--- src/rtl/seek_servo_pkg.sv ---
// shared constants and types for the seek servo sequencer
`default_nettype none
package seek_servo_pkg;
	localparam int unsigned TRACK_W = 11;
	localparam int unsigned GRAY_W = 4;
	localparam int unsigned VEL_W = 8;
	localparam int unsigned SAMP_W = 10;
	localparam int unsigned ERR_W = 11;
	localparam int unsigned VEL_TBL_N = 8;
	localparam logic [TRACK_W-1:0] TRACK_ZERO = 11'h000;
	localparam logic [GRAY_W-1:0] GRAY_ZERO = 4'h0;
	localparam logic [VEL_W-1:0] VEL_ZERO = 8'h00;
	localparam logic [ERR_W-1:0] ERR_ZERO = 11'h000;
	// velocity table, indexed by log2 band of remaining tracks
	localparam logic [VEL_W-1:0] VEL_TBL [VEL_TBL_N] = '{8'h04, 8'h08, 8'h10, 8'h20, 8'h40, 8'h60, 8'h80, 8'hc0};
	typedef enum logic [1:0] {
		ST_CENTER = 2'b01,
		ST_SEEK = 2'b10
	} servo_mode_t;
	typedef struct packed {
		logic [SAMP_W-1:0] inner;
		logic [SAMP_W-1:0] outer;
	} burst_t;
	typedef struct packed {
		logic seek_sel;
		logic [ERR_W-1:0] servo_error_a;
		logic [ERR_W-1:0] servo_error_b;
	} drive_t;
endpackage
`default_nettype wire

--- src/rtl/gray_cross_counter.sv ---
// gray code track crossing increment extractor
`default_nettype none
module gray_cross_counter
	import seek_servo_pkg::*;
(
	// clock and reset
	input wire logic i_ref_clk,
	input wire logic i_srst,
	// sample in
	input wire logic i_load,
	input wire logic i_sample,
	input wire logic [GRAY_W-1:0] i_gray,
	// increment out
	output logic [GRAY_W-1:0] o_incr
);
	logic [GRAY_W-1:0] bin;
	logic [GRAY_W-1:0] prev_q;
	// gray to binary, one bit per stage
	genvar g;
	generate
		for (g = 0; g < GRAY_W; g++) begin : g_bin
			assign bin[g] = ^i_gray[GRAY_W-1:g];
		end
	endgenerate
	// modulo 16 difference wraps naturally in four bits
	assign o_incr = i_load ? GRAY_ZERO : GRAY_W'(bin - prev_q);
	always_ff @(posedge i_ref_clk) begin
		if (i_srst) begin
			prev_q <= GRAY_ZERO;
		end else if (i_load || i_sample) begin
			prev_q <= bin;
		end
	end
endmodule
`default_nettype wire

--- src/rtl/seek_servo_sequencer.sv ---
// head positioning servo sequencer: centering and seek modes
// What this block does
// - the sequencer has exactly two modes, centering and seek.
// - with no seek in progress it stays in centering mode.
// - an accepted seek command moves it from centering into seek mode.
// - entering seek loads the track count and a table velocity goes to the dac.
// - the path selector routes seek velocity error in seek and centering error otherwise.
// - in seek mode crossings are found by sampling the 4 bit gray code at each sector start.
// - each sample decrements the remaining count by the tracks crossed since the last one.
// - in seek mode the digitised tachometer velocity is read to supervise speed.
// - velocity setpoints shrink as the remaining count nears zero.
// - on reaching the destination the sequencer returns to centering.
// - centering error is inner minus outer burst, sent out as two servo errors.
// - the burst difference is also digitised for the supervising processor.
// - the gray code is a modulo 16 value so wrap from 15 to 0 counts right.
`default_nettype none
module seek_servo_sequencer
	import seek_servo_pkg::*;
(
	// clock and reset
	input wire logic i_ref_clk,
	input wire logic i_srst,
	// seek command
	input wire logic i_seek_cmd,
	input wire logic [TRACK_W-1:0] i_track_count,
	output logic o_seek_busy,
	output logic o_seek_done,
	// sector servo samples
	input wire logic i_sector_start,
	input wire logic [GRAY_W-1:0] i_gray_code,
	input wire burst_t i_burst,
	// tachometer adc
	input wire logic [VEL_W-1:0] i_tach_velocity,
	output logic o_overspeed,
	// velocity dac and motor path
	output logic [VEL_W-1:0] o_velocity_setpoint,
	output drive_t o_drive,
	// monitor for processor
	output logic [ERR_W-1:0] o_position_error
);
	servo_mode_t mode_q, mode_d;
	logic [TRACK_W-1:0] remain_q;
	logic [GRAY_W-1:0] incr;
	logic load;
	logic sample;
	logic arrive;
	logic [TRACK_W-1:0] remain_next;
	logic [2:0] band;
	logic [VEL_W-1:0] setpoint_q;
	logic [ERR_W-1:0] position_error;
	logic [ERR_W-1:0] vel_error;
	logic [ERR_W-1:0] err_q;
	logic seek_sel_q;
	logic done_q;
	logic over_q;

	assign load = (mode_q == ST_CENTER) && i_seek_cmd;
	assign sample = (mode_q == ST_SEEK) && i_sector_start;
	assign remain_next = ({7'h00, incr} >= remain_q) ? TRACK_ZERO : TRACK_W'(remain_q - {7'h00, incr});
	assign arrive = sample && (remain_next == TRACK_ZERO);

	gray_cross_counter u_cross (
		.i_ref_clk(i_ref_clk),
		.i_srst(i_srst),
		.i_load(load),
		.i_sample(sample),
		.i_gray(i_gray_code),
		.o_incr(incr)
	);

	// mode machine
	always_comb begin
		mode_d = mode_q;
		unique case (mode_q)
			ST_CENTER: begin
				if (load && (i_track_count != TRACK_ZERO)) begin
					mode_d = ST_SEEK;
				end
			end
			ST_SEEK: begin
				if (arrive) begin
					mode_d = ST_CENTER;
				end
			end
			default: begin
				mode_d = ST_CENTER;
			end
		endcase
	end

	always_ff @(posedge i_ref_clk) begin
		if (i_srst) begin
			mode_q <= ST_CENTER;
		end else begin
			mode_q <= mode_d;
		end
	end

	// remaining track counter
	always_ff @(posedge i_ref_clk) begin
		if (i_srst) begin
			remain_q <= TRACK_ZERO;
		end else if (load) begin
			remain_q <= i_track_count;
		end else if (sample) begin
			remain_q <= remain_next;
		end
	end

	// log2 band of remaining count picks table entry
	always_comb begin
		band = 3'h0;
		for (int i = 3; i < TRACK_W; i++) begin
			if (remain_q[i]) begin
				band = (i - 3 > 7) ? 3'h7 : 3'(i - 3);
			end
		end
	end

	always_ff @(posedge i_ref_clk) begin
		if (i_srst) begin
			setpoint_q <= VEL_ZERO;
		end else if (mode_q == ST_SEEK && mode_d == ST_SEEK) begin
			setpoint_q <= VEL_TBL[band];
		end else begin
			setpoint_q <= VEL_ZERO;
		end
	end

	// velocity and position errors
	assign position_error = ERR_W'({1'b0, i_burst.inner} - {1'b0, i_burst.outer});
	assign vel_error = ERR_W'({3'h0, setpoint_q} - {3'h0, i_tach_velocity});

	always_ff @(posedge i_ref_clk) begin
		if (i_srst) begin
			err_q <= ERR_ZERO;
			seek_sel_q <= 1'b0;
			o_position_error <= ERR_ZERO;
			done_q <= 1'b0;
			over_q <= 1'b0;
		end else begin
			seek_sel_q <= (mode_q == ST_SEEK);
			err_q <= (mode_q == ST_SEEK) ? vel_error : position_error;
			o_position_error <= position_error;
			done_q <= arrive;
			over_q <= (mode_q == ST_SEEK) && (i_tach_velocity > setpoint_q);
		end
	end

	assign o_drive.seek_sel = seek_sel_q;
	assign o_drive.servo_error_a = err_q;
	assign o_drive.servo_error_b = ERR_W'(-err_q);
	assign o_velocity_setpoint = setpoint_q;
	assign o_seek_busy = (mode_q == ST_SEEK);
	assign o_seek_done = done_q;
	assign o_overspeed = over_q;
endmodule
`default_nettype wire

--- config.mk ---
export PLATFORM = sky130hd
export DESIGN_NAME = seek_servo_sequencer
export DESIGN_NICKNAME = d
export VERILOG_FILES = /design/src/rtl/seek_servo_pkg.sv /design/src/rtl/gray_cross_counter.sv /design/src/rtl/seek_servo_sequencer.sv
export SDC_FILE = /design/constraint.sdc
export NUM_CORES = 1
export LEC_CHECK = 0
export ABC_AREA = 1
export BUFFER_PORTS_ARGS = -buffer_cell sky130_fd_sc_hd__buf_4
export CAP_MARGIN = 25
export CORE_MARGIN = 1
export CORE_UTILIZATION = 42
export DETAILED_ROUTE_END_ITERATION = 16
export HOLD_SLACK_MARGIN = 0.03
export PLACE_DENSITY_LB_ADDON = 0.05
export SLEW_MARGIN = 20
export SYNTH_ARGS = -nofsm -noshare
export SYNTH_HDL_FRONTEND = slang
export SYNTH_SLANG_ARGS = --single-unit
--- constraint.sdc ---
create_clock -name i_ref_clk -period 10.2 [get_ports i_ref_clk]
set_input_delay 0.51 -clock i_ref_clk [delete_from_list [all_inputs] [get_ports i_ref_clk]]
set_output_delay 0.51 -clock i_ref_clk [all_outputs]
set_load 0.1 [all_outputs]
# After elaboration in Yosys (flattened, before gate mapping)
# Memories as Yosys holds them, arrays and structs flattened. A register that Yosys moved wholly into a read port is not among the register bits.
# Index checks and enable logic that the tools add are counted.
[op_classes] n_addsub=5 order_cmp=2 reduce_logical=14 mux=15 bitwise_logic=2 eq_ne=3
[op_table] cell="11-bit 2-to-1 mux" count=4
[op_table] cell="3-bit 2-to-1 mux" count=6
[op_table] cell="4-bit by 11-bit >= comparator with 1-bit output" count=1
[op_table] cell="11-bit zero test" count=1
[op_table] cell="11-bit negator" count=1
[op_table] cell="11-bit nonzero test" count=1
[op_table] cell="10-bit by 10-bit subtractor with 11-bit output" count=1
[op_table] cell="11-bit by 4-bit subtractor with 11-bit output" count=1
[op_table] cell="8-bit by 8-bit subtractor with 9-bit output" count=1
[op_table] cell="8-bit greater-than comparator" count=1
[op_table] cell="1-bit logical AND" count=6
[op_table] cell="2-bit == test (second input constant)" count=2
[op_table] cell="2-bit 2-to-1 mux" count=2
[op_table] cell="4-bit 2-to-1 mux" count=1
[op_table] cell="3-bit NOT with 4-bit output" count=1
[op_table] cell="2-bit one-hot mux with 2 select lines" count=1
[op_table] cell="4-bit parity" count=1
[op_table] cell="4-bit subtractor" count=1
[op_table] cell="3-bit parity" count=1
[op_table] cell="2-bit by 1-bit == test with 1-bit output (second input constant)" count=1
[op_table] cell="2-bit nonzero test" count=1
[op_table] cell="2-bit OR reduction" count=1
[op_table] cell="2-bit parity" count=1
[op_table] cell="1-bit logical OR" count=1
[op_table] cell="2 further kinds" count=2
[word_totals] inputBits=47 ff_bits=42 elab_cells=50 memories=1 mem_bits_ro=64 out_inout_bits=45
[mem_list] memory="(name not given)" words=8 word_bits=8 rd=1 rd_ports_with_merged_regs=1 write_ports=0 line_no="seek_servo_sequencer.sv:124" text="setpoint_q <= VEL_TBL[band];"

# Longest topological paths before layout
# Gate-level depths: netlist (run 1).
[depth] ltp_word=13 depth_mapped=28 mapped_depth_nobuf=28

# Modules after synthesis
# From an unflattened synthesis (run 1), not the netlist that was laid out.
[hier_totals] cells_unflattened=502 area_unflattened_um2=3412.0
[modules_own_cells] mod="seek_servo_sequencer" seq_area_each_um2=880.8 area_per_inst_um2=3031.7 cells_per_inst=441 instances=1
[modules_own_cells] mod="gray_cross_counter" seq_area_each_um2=80.1 area_per_inst_um2=380.4 cells_per_inst=61 instances=1

# Worst setup path after synthesis (run 1)
# OpenSTA, ideal clock, no wires.
[synth_timing] path_kind="input to register" from="in i_gray_code[3]" to="reg setpoint_q[7] (netlist: o_velocity_setpoint[7])" path_buffers=0 slack_ns=6.346 setup_ns=0.064 cell_stages=22 required_ns=10.136 arrival_ns=3.790 cell_sequence="xor2_1 xor2_1 xor2_1 inv_1 ha_1 fa_1 or2_2 fa_1 nand2_1 nand3_1 nand2_1 nand3_1 xor2_1 nor2_1 nor2_1 nand2_2 nand2_1 nand2_2 nand3_2 nor2_2 nand2_1 nor2_1"
[synth_via] elab_chain_len=13 elab_cells_between_ends=16 classes_between="add/sub: 2; order compare: 1; eq/ne: 1; mux: 4; bitwise: 1; reduce/logical: 7"
[synth_rtl] element="from (decl)" line_no="seek_servo_sequencer.sv:30" text="input wire logic [GRAY_W-1:0] i_gray_code,"
[synth_rtl] element="3-bit parity (*)" line_no="gray_cross_counter.sv:22" text="assign bin[g] = ^i_gray[GRAY_W-1:g];"
[synth_rtl] element="net u_cross.bin[1]" line_no="gray_cross_counter.sv:16" text="logic [GRAY_W-1:0] bin;"
[synth_rtl] element="4-bit subtractor (*)" line_no="gray_cross_counter.sv:26" text="assign o_incr = i_load ? GRAY_ZERO : GRAY_W'(bin - prev_q);"
[synth_rtl] element="4-bit 2-to-1 mux (*)" line_no="gray_cross_counter.sv:26"
[synth_rtl] element="11-bit by 4-bit subtractor with 11-bit output or 4-bit by 11-bit >= comparator with 1-bit output (tied branches)" line_no="seek_servo_sequencer.sv:59" text="assign remain_next = ({7'h00, incr} >= remain_q) ? TRACK_ZERO : TRACK_W'(remain_q - {7'h00, incr});"
[synth_rtl] element="11-bit 2-to-1 mux (*)" line_no="seek_servo_sequencer.sv:59"
[synth_rtl] element="11-bit zero test (*)" line_no="seek_servo_sequencer.sv:60" text="assign arrive = sample && (remain_next == TRACK_ZERO);"
[synth_rtl] element="1-bit logical AND (*)" line_no="seek_servo_sequencer.sv:60"
[synth_rtl] element="2-bit 2-to-1 mux (*)" line_no="seek_servo_sequencer.sv:81" text="if (arrive) begin"
[synth_rtl] element="2-bit one-hot mux with 2 select lines (*)" line_no="seek_servo_sequencer.sv:74" text="unique case (mode_q)"
[synth_rtl] element="2-bit == test (*)" line_no="seek_servo_sequencer.sv:123" text="end else if (mode_q == ST_SEEK && mode_d == ST_SEEK) begin"
[synth_rtl] element="1-bit logical AND (*)" line_no="seek_servo_sequencer.sv:123"
[synth_rtl] element="1-bit NOT (no line) (*)"
[synth_rtl] element="2-bit OR reduction (no line) (*)"
[synth_rtl] element="to (decl)" line_no="seek_servo_sequencer.sv:49" text="logic [VEL_W-1:0] setpoint_q;"
# Mark *: on every way through the listed nets, which the timed path passes. The rest lies on a longest branch.
# A chain may end at the register's enable or synchronous reset.

# Worst setup path in the final report (run 1)
[layout_timing] from="in i_gray_code[3]" to="reg setpoint_q[3] (netlist: o_velocity_setpoint[3])"
[layout_via] elab_chain_len=13 elab_cells_between_ends=16 classes_between="add/sub: 2; order compare: 1; eq/ne: 1; mux: 4; bitwise: 1; reduce/logical: 7"
[layout_rtl] element="2-bit parity (*)" line_no="gray_cross_counter.sv:22"
[layout_rtl] element="net u_cross.bin[2]" line_no="gray_cross_counter.sv:16"
[layout_rtl] element="4-bit subtractor (*)" line_no="gray_cross_counter.sv:26"
[layout_rtl] element="4-bit 2-to-1 mux (*)" line_no="gray_cross_counter.sv:26"
[layout_rtl] element="11-bit by 4-bit subtractor with 11-bit output or 4-bit by 11-bit >= comparator with 1-bit output (tied branches)" line_no="seek_servo_sequencer.sv:59"
[layout_rtl] element="11-bit 2-to-1 mux (*)" line_no="seek_servo_sequencer.sv:59"
[layout_rtl] element="11-bit zero test (*)" line_no="seek_servo_sequencer.sv:60"
[layout_rtl] element="1-bit logical AND (*)" line_no="seek_servo_sequencer.sv:60"
[layout_rtl] element="2-bit 2-to-1 mux (*)" line_no="seek_servo_sequencer.sv:81"
[layout_rtl] element="2-bit one-hot mux with 2 select lines (*)" line_no="seek_servo_sequencer.sv:74"
[layout_rtl] element="2-bit == test (*)" line_no="seek_servo_sequencer.sv:123"
[layout_rtl] element="1-bit logical AND (*)" line_no="seek_servo_sequencer.sv:123"
[layout_rtl] element="1-bit NOT (no line) (*)"
[layout_rtl] element="2-bit OR reduction (no line) (*)"
# Marked as above.

==> results.toml, run 1 <==
[global_routing]
grt_max_degree = 24
antenna_found_initial = 0
grt_usage_pct = 20.48
grt_overflow = 0
grt_pass1_wl_mm = 12.70
grt_pass1_vias = 2948

[run]
drv_cap = 0

[routing]
drcViolationCount = 0
dr_total_vias = 3136
wl_per_cell_um = 12.11
vias_per_cell = 4.832
drt_iter0_markers = 71
ant_nets = 0
first_pass_iters = 4
totalWireLength_mm = 7.858

[place]
post_dp_cell_area_sq_um = 3960
port_buffers = 89
hpwl_mm = 6.567
place_congestion = 0.8878
place_inst = 641

[clock_tree]
clock_latency_ns = 0.30
clock-sinks = 48
post_cts_buffers = 0
clk_path_buf_depth = 2
h-tree-depth = 2
clk_pin_slew_ns = 0.09
cts_tree = "yes"
ctsHoldBuffers = 0
post_cts_resized = 0
cts-buffers-inserted = 5
cts_root_buf = "clkbuf_8"

[worst_setup_path]
required_ns = 10.44
reg2reg_to = "o_velocity_setpoint[3]"
r2r_slack_ns = 6.80
cp-endpoint = "o_velocity_setpoint[3]"
r2r.worst_path.cells = 23
reg2reg_from = "mode_q[1]"
crit_start = "i_gray_code[3]"
start_kind = "input pin"
crit_path_max_fanout = 4
worstPathArrival_ns = 4.33
endpoint_kind = "flop"
criticalPathCategory = "input pin to flop"

[floorplanning]
initial_utilization_pct = 44.03
dieWidth_um = 89.67
die_area_sq_um = 8041
core_region_area_sq_um = 7331
fp-row-count = 31
io_pins = 92
die_h_um = 89.67

[synthesis]
yosysUniqueCellTypes = 38
synth_edf_count = 0
netlist_area_sq_um = 3228
ys_seq_area_share_pct = 29.77
ys_seq_elements = 48
async_flop_share_pct = 0
synth_cells = 463
synth-main-ff-cell = "dfxtp_1"
yosys_warnings = 0
synth.avg_cell_area_sq_um = 6.972

[layout]
finalNonFillerCells = 649
num-nets-final = 626
area_growth_syn_to_layout_pct = 25.70
final_util_pct = 55.35
fin_area_sq_um = 4058
antenna_cells = 0
multi_input_area_sq_um = 1933
n_fill_cell = 734
drive_gt1_share_pct = 20.55
seqCellArea_sq_um = 960.9

[sta]
worstMarginPinSlew_ns = 0.7043
finalSetupViolations = 0
tns_ns = 0
drv_slew = 0
max_slew_margin_pct = 52.88
post-route-period-util_pct = 40.13
finClkSkew_ns = 0.006236
hold_violations = 0
period_needed_ns = 4.093
rsz0062_at_grt = "false"
timing.fmax_ghz = 0.2443

[pwr]
peakVddDrop_v = 0.0001012
p_leak_uw = 0.002083
power_density_nw_per_um2 = 272.6
finalPower_uw = 1106

[status]
status = "completed"

[min_path]
hp-class = "input pin to flop"
[per-layer routing]
layer  vias up  GRT usage [%]  wire [um]
met2        87          39.05       4008
li1       1656              -          -
met3        14          3.931        347
met4         0          6.494        158
met1      1379          22.72       3344
met5         -              0          0
[worst max-delay path: stages]
cell and delay, ns:
buf_4 0.12, xor2_1 0.28, xor2_1 0.36, xor2_1 0.18, inv_1 0.09, ha_1 0.21, fa_1 0.42, or2_2 0.33
fa_1 0.45, nand2_1 0.10, nand3_1 0.09, nand2_1 0.11, nand3_1 0.10, xor2_1 0.15, nor2_1 0.13, nor2_1 0.08
nand2_2 0.09, nand2_1 0.06, nand2_2 0.06, nand3_2 0.09, nor2_2 0.14, nand2_1 0.08, nor2_1 0.09
[area by class of cell]
cell class                 count  share of cell area, %
sequential                    48                  23.68
timing repair buffer          89                  16.47
tap                           99                  3.053
clock buffer                   6                  2.035
inverter                      73                  6.753
clock inverter                 2                 0.3700
multi-input combinational    332                  47.64
[Yosys cell counts, types with 3 or more instances]
master    number  area (sq um)
nand2_1      101         379.1
inv_1         71         266.5
dfxtp_1       48         960.9
nor2_1        43         161.4
nand3_1       29         145.1
ha_1          27         337.8
a21oi_1       26         130.1
xor2_1        17         148.9
a31oi_1       15         93.84
o21ai_0       13         65.06
nor3_1        12         60.06
xnor2_1        8         70.07
clkbuf_1       6         22.52
nor2_2         5         31.28
buf_4          4         30.03
nand2_2        4         25.02
a21boi_0       3         22.52
fa_1           3         60.06
nand3b_1       3         22.52
nand4_1        3         18.77
[cells in the final DEF (no fill, tap or decap), types with 6 or more instances in the layout]
master	instances
nand2_1	101
nand3_1	29
o21ai_0	13
ha_1	27
nor2_1	43
dfxtp_1	48
xnor2_1	8
a31oi_1	15
nor3_1	12
xor2_1	17
buf_4	89
inv_1	71
clkbuf_8	6
a21oi_1	26
[flip-flops by register name, summed over array words and instances (netlist names)]
register             flops
err_q                   11
o_position_error        11
remain_q                11
o_velocity_setpoint      6
u_cross.prev_q           4
mode_q                   2
o_overspeed              1
o_seek_done              1
seek_sel_q               1
[metrics by stage]
step / setup slack [ns] / hold slack, ns
6_report: 6.107 / 0.4749
5_1_grt: 5.783 / 0.4829
4_1_cts: 6.132 / 0.4757
3_5_place_dp: 5.820 / 0.4731
3_3_place_gp: 5.998 / 0.4612
2_1_floorplan: 6.346 / 0.4364
[worst min-delay path by stage]
stage / from / end / slack, ns / cells past startpoint
5_1_grt: i_track_count[4] / remain_q[4] / 0.48 / 3
3_3_place_gp: u_cross.prev_q[2] / u_cross.prev_q[2] / 0.46 / 2
4_1_cts: i_gray_code[3] / u_cross.prev_q[3] / 0.48 / 3
2_1_floorplan: u_cross.prev_q[2] / u_cross.prev_q[2] / 0.44 / 2
6_report: i_gray_code[3] / u_cross.prev_q[3] / 0.47 / 3
3_5_place_dp: u_cross.prev_q[2] / u_cross.prev_q[2] / 0.47 / 2
[where the power goes]
| part | total, uW | switching (uW) | leakage, uW | internal, uW |
|---|---|---|---|---|
| Combinational | 738 | 534 | 0.00164 | 205 |
| Sequential | 246 | 27.7 | 0.000396 | 219 |
| Clock | 121 | 66.2 | 0.0000434 | 55.0 |
| Total | 1110 | 628 | 0.00208 | 478 |
[cell families after synthesis]
family	share of synthesized area (%)
XOR/XNOR	6.783
buffers and inverters	10.46
AO/OA/AOI/OAI	12.79
AND/OR/NAND/NOR	27.75
other	0.1162
flip-flops	29.77
adder cells (fa/ha/maj)	12.33
Power figures use the tool's default switching activity.
==> run 2: changes to the inputs <==
Settings changed: ABC_AREA 1 to 0.
Clock period 10.2 ns to 3.65 ns, I/O delays scaled along.
==> run 2 against run 1 <==
- non-clock buffer count grew 8
- final cell count shrank 12%
- register-to-register slack lost 6.3 ns
- setup slack lost 5.8 ns
- first-iteration DRC count shrank 2.8%
- clock skew is essentially flat
- hold slack lost 0.33 ns
- cell area shrank 1.9%
- die area shrank 3.7%
- clock-buffer cell count shrank 1
- global-route usage shrank 0.97 points
- via count shrank 6.4%
==> results.toml, run 2 <==
[layout]
n_fill_cell = 684
drive_gt1_share_pct = 24.68
num-nets-final = 550
layout_commonest_cell = "buf_4"
reg_top3 = "err_q (11), o_position_error (11), remain_q (11)"
most-common-layout-cells = "buf_4, nor2_1, dfxtp_1"
area_growth_syn_to_layout_pct = 28.12
finalNonFillerCells = 570
antenna_cells = 0

[synthesis]
ys_seq_area_share_pct = 30.94
yosys-top-cells-area = "dfxtp_1, ha_1, nor2_1, a21oi_1, inv_1"
synth_top_cell_by_area = "dfxtp_1"
ys_seq_elements = 48
synth_commonest_cells = "nor2_1, dfxtp_1, inv_1, a21oi_1, ha_1"
synth_cells = 386
synth_edf_count = 0
synth-simple-area-share_pct = 23.09
yosys_warnings = 0
synth_most_common_cell = "nor2_1"
synth_top_area_share_pct = 30.94
async_flop_share_pct = 0
synth-xor-area-share_pct = 7.051
synth.avg_cell_area_sq_um = 8.045
synth-compound-area-share_pct = 18.65
synth-main-ff-cell = "dfxtp_1"
synthMuxAreaShare_pct = 0.3223
synth_top_family_by_area = "simple AND/OR/NAND/NOR gates"
netlist_area_sq_um = 3105
yosysUniqueCellTypes = 51
synthAdderAreaFrac_pct = 12.81

[global_routing]
antenna_found_initial = 0
grt_overflow = 0
grt_max_degree = 39
grt_most_used_layer = "met2"
grt_usage_pct = 19.51
grt_use_met2_pct = 37.00
grtUsageMet3_pct = 3.205
use_met1_pct = 22.79
grt_pass1_wl_mm = 11.81
grt_pass1_vias = 2688

[sta]
setup_ws_ns = 0.3502
hold_violations = 0
tns_ns = 0
period_needed_ns = 3.300
rsz0062_at_grt = "false"
finClkSkew_ns = 0.006667
drv_slew = 0
post-route-period-util_pct = 90.41
max_slew_margin_pct = 65.82
timing.fmax_ghz = 0.3030
worstMarginPinSlew_ns = 0.5080
finalSetupViolations = 0

[routing]
dr_total_vias = 2936
drt_iter0_markers = 69
first_pass_iters = 4
vias_per_cell = 5.151
ant_nets = 0
drcViolationCount = 0
wl_per_cell_um = 13.12
totalWireLength_mm = 7.481

[clock_tree]
clk_pin_slew_ns = 0.10
clk_path_buf_depth = 2
cts-buffers-inserted = 5
post_cts_buffers = 0
clock_latency_ns = 0.31
clock-sinks = 48
h-tree-depth = 2
post_cts_resized = 0
ctsHoldBuffers = 0
cts_tree = "yes"
cts_root_buf = "clkbuf_8"

[worst_setup_path]
crit_start = "i_gray_code[3]"
reg2reg_to = "o_velocity_setpoint[2]"
criticalPathCategory = "input pin to flop"
cp.depth = 18
required_ns = 3.88
r2r.worst_path.cells = 14
endpoint_kind = "flop"
worstPathArrival_ns = 3.53
path_buf_inv = 3
critical_path.top_delay_family = "simple AND/OR/NAND/NOR gates"
crit_path_max_fanout = 8
crit_chain = "buf_4 -> xor2_1 -> xnor2_1 -> buf_4 -> inv_1 -> ha_1 -> a21o_1 -> a21oi_1 -> xnor2_1 -> nand2_1 -> ha_1 -> a21oi_1 -> nand2_1 -> or2_2 -> and4b_1 -> a31oi_1 -> and2_4 -> nor3b_1"
reg2reg_from = "u_cross.prev_q[1]"
critPathMaxStageDelay_ns = 0.36
start_kind = "input pin"
slowest_stage = "ha_1"
r2r_slack_ns = 0.51
cp-endpoint = "o_velocity_setpoint[2]"

[floorplanning]
initial_utilization_pct = 44.48
core_region_area_sq_um = 6982
io_pins = 92
die_area_sq_um = 7742
fp-row-count = 30
die_h_um = 87.99
dieWidth_um = 87.99

[min_path]
hp-class = "input pin to flop"
min-delay-start = "i_gray_code[3]"

[place]
place_inst = 562
hpwl_mm = 6.026
post-place-ws_ns = 0.05149
port_buffers = 89
place_congestion = 0.8603

[run]
drv_cap = 0

[status]
status = "completed"

[pwr]
power_density_nw_per_um2 = 738.6
p_leak_uw = 0.001864
peakVddDrop_v = 0.0002706
-- run 2: cell count changes after synthesis, moves of 7 or more --
cell,previous run,this run
a311oi_1,0,8
a31oi_1,15,3
inv_1,71,33
nand2_1,101,18
nand3_1,29,10
nor2_1,43,52
o21a_1,1,8
-- run 2: report_power, final --
part / switching (uW) / total (uW) / internal (uW)
registers: 93.5 / 711 / 617
logic: 1260 / 1830 / 571
clock network: 193 / 400 / 207
-- run 2: worst min path at each step --
stage / endpoint / slack, ns / cells after the start
floorplan: u_cross.prev_q[3] / 0.32 / 2
finish: u_cross.prev_q[3] / 0.14 / 3
CTS: u_cross.prev_q[3] / 0.13 / 3
global placement: u_cross.prev_q[3] / 0.47 / 2
detailed placement: u_cross.prev_q[3] / 0.47 / 3
global route: u_cross.prev_q[3] / 0.15 / 3
-- run 2: kinds of logic after synthesis --
kind of cell,after synthesis
flip-flops,48
AO/OA/AOI/OAI,89
multiplexers,1
other,1
buffers and inverters,51
XOR/XNOR,25
adder cells (fa/ha/maj),30
AND/OR/NAND/NOR,141
-- run 2: routing by layer --
layer | share of wire [%] | routed length, um
met2 | 51 | 3826
met1 | 44 | 3278
met3 | 4.2 | 316
met5 | 0 | 0
met4 | 0.79 | 59
-- run 2: area by class of cell --
class | instances | area (sq um) | area share, %
multi-input combinational | 288 | 1931 | 48.52
inverter | 33 | 123.9 | 3.113
timing repair buffer | 97 | 728.2 | 18.30
tap | 96 | 120.1 | 3.019
clock inverter | 3 | 46.29 | 1.164
clock buffer | 5 | 68.82 | 1.730
sequential | 48 | 960.9 | 24.15
-- run 2: through the flow --
stage	total power (uW)	instance area (sq um)	hold WS, ns	utilization, %
floorplan	2147	3109	0.3230	-
global placement	2532	3864	0.4653	55.34
detailed placement	2545	3864	0.4717	55.34
CTS	2949	3979	0.1294	56.99
global route	3131	3979	0.1490	56.99
finish	2939	3979	0.1421	56.99
-- run 2: worst min-delay path: cells and delay by family --
kind | cells | cell delay, ns
AO/OA/AOI/OAI | 1 | 0.05
buffers and inverters | 1 | 0.12
AND/OR/NAND/NOR | 1 | 0.05
==> run 3: changes to the inputs <==
Settings changed: CTS_BUF_LIST set to sky130_fd_sc_hd__clkbuf_2, MAX_ROUTING_LAYER set to met4.
==> run 3 against run 2 <==
- cell area up 2.9%
- highest routed layer unchanged
- via count rose by 1.7%
- fmax increased by 0.48%
- sequential share of layout area decreased by 0.69 points
- clock power is 24% lower
- largest cell class unchanged
==> results.toml, run 3 (same netlist as run 2, synthesis figures left out) <==
[sta]
worstMarginPinSlew_ns = 0.4966
period_needed_ns = 3.284
setup_ws_ns = 0.3659
rsz0062_at_grt = "false"
drv_slew = 0
post-route-period-util_pct = 89.97
timing.fmax_ghz = 0.3045
max_slew_margin_pct = 66.59
finClkSkew_ns = 0.02321
tns_ns = 0
hold_violations = 0
finalSetupViolations = 0

[worst_setup_path]
endpoint_kind = "flop"
r2r.worst_path.cells = 13
worstPathArrival_ns = 3.71
reg2reg_from = "u_cross.prev_q[1]"
criticalPathCategory = "flop to flop"
r2r_slack_ns = 0.37
required_ns = 4.07
crit_path_max_fanout = 8
start_kind = "flop"
reg2reg_to = "remain_q[0]"

[pwr]
peakVddDrop_v = 0.0002707
p_switching_uw = 1542
finalPower_uw = 2864
p_comb_share_pct = 64.5
seq_power_share_pct = 24.8
power_density_nw_per_um2 = 699.3
p_leak_uw = 0.001918
p_clk_share_pct = 10.7
switching_share_pct = 53.85
p_int_uw = 1322

[routing]
ant_nets = 0
dr_total_vias = 2986
first_pass_iters = 4
drt_iter0_markers = 59
drcViolationCount = 0
vias_per_cell = 5.096
totalWireLength_mm = 7.660
wl_per_cell_um = 13.07

[place]
post-place-ws_ns = 0.05149
port_buffers = 89
hpwl_mm = 6.026
place_congestion = 0.8741
post_dp_cell_area_sq_um = 3864

[layout]
drive_gt1_share_pct = 23.88
reg_top3 = "err_q (11), o_position_error (11), remain_q (11)"
final_util_pct = 58.66
most-common-layout-cells = "buf_4, nor2_1, dfxtp_1"
fin_area_sq_um = 4095
layout_commonest_cell = "buf_4"
num-nets-final = 566
area_growth_syn_to_layout_pct = 31.87
antenna_cells = 0

[global_routing]
grt_usage_pct = 20.62
grt_pass1_vias = 2751
grt_overflow = 0
grt_pass1_wl_mm = 12.11
antenna_found_initial = 0
grt_max_degree = 39

[clock_tree]
clock_latency_ns = 0.45
cts-buffers-inserted = 5
post_cts_resized = 0
h-tree-depth = 2
clk_pin_slew_ns = 0.28
cts_tree = "yes"
clk_path_buf_depth = 2
ctsHoldBuffers = 15
cts_root_buf = "clkbuf_2"
clock-sinks = 48
post_cts_buffers = 0

[floorplanning]
initial_utilization_pct = 44.48
core_region_area_sq_um = 6982
io_pins = 92
die_area_sq_um = 7742
dieWidth_um = 87.99
fp-row-count = 30
die_h_um = 87.99

[status]
status = "completed"

[min_path]
holdPathEnd = "u_cross.prev_q[0]"
hp-class = "input pin to flop"
whs_path_depth = 3
min-delay-start = "i_gray_code[0]"

[run]
drv_cap = 0
==> run 3: worst max-delay path by stage <==
stage | startpoint | to | depth (start not counted)
after detailed placement | i_gray_code[3] | o_velocity_setpoint[2] | 18
after floorplan | err_q[0] | o_drive[10] | 5
final | u_cross.prev_q[1] | remain_q[0] | 13
after global placement | i_gray_code[3] | o_velocity_setpoint[2] | 15
after global routing | u_cross.prev_q[1] | remain_q[0] | 13
after CTS | u_cross.prev_q[1] | remain_q[0] | 13
==> run 3: power groups by stage <==
stage          clock network [uW]  logic, uW  registers, uW
3_5_place_dp                    0       1820            723
5_1_grt                       336       1990            728
6_report                      306       1850            711
2_1_floorplan                   0       1180            962
3_3_place_gp                    0       1810            723
4_1_cts                       314       1840            712
==> run 3: through the flow <==
step | hold WS, ns | cells
after floorplan | 0.3230 | 387
after global placement | 0.4653 | 562
after detailed placement | 0.4717 | 562
after CTS | 0.04066 | 585
after global routing | 0.06507 | 586
final | 0.07444 | 586
==> run 3: worst max-delay path, cell delays in order, from the launching register on <==
cell and delay (ns):
dfxtp_1 0.45, inv_1 0.06, ha_1 0.29, a21o_1 0.15
a21oi_1 0.16, xnor2_1 0.13, nand2_1 0.07, ha_1 0.39
o21ai_0 0.15, a21o_1 0.19, a21oi_1 0.24, nand3_1 0.13
a311oi_1 0.27, dlygate4sd3_1 0.58
==> run 3: cell type report <==
cell class	instances	area, sq um
multi-input cells	288	1931
clock inverters	3	46.29
fillers	677	2887
inverters	33	123.9
flip-flops and latches	48	960.9
well taps	96	120.1
repair buffers	113	888.4
clock buffers	5	25.02
==> run 3: layer usage <==
| layer | wire length [um] | share of wire (%) | global-route usage [%] |
|---|---|---|---|
| met1 | 3383 | 44 | 23.25 |
| met2 | 3948 | 52 | 38.05 |
| met3 | 282 | 3.7 | 3.205 |
| met4 | 46 | 0.60 | 4.471 |
| met5 | 0 | 0 | - |
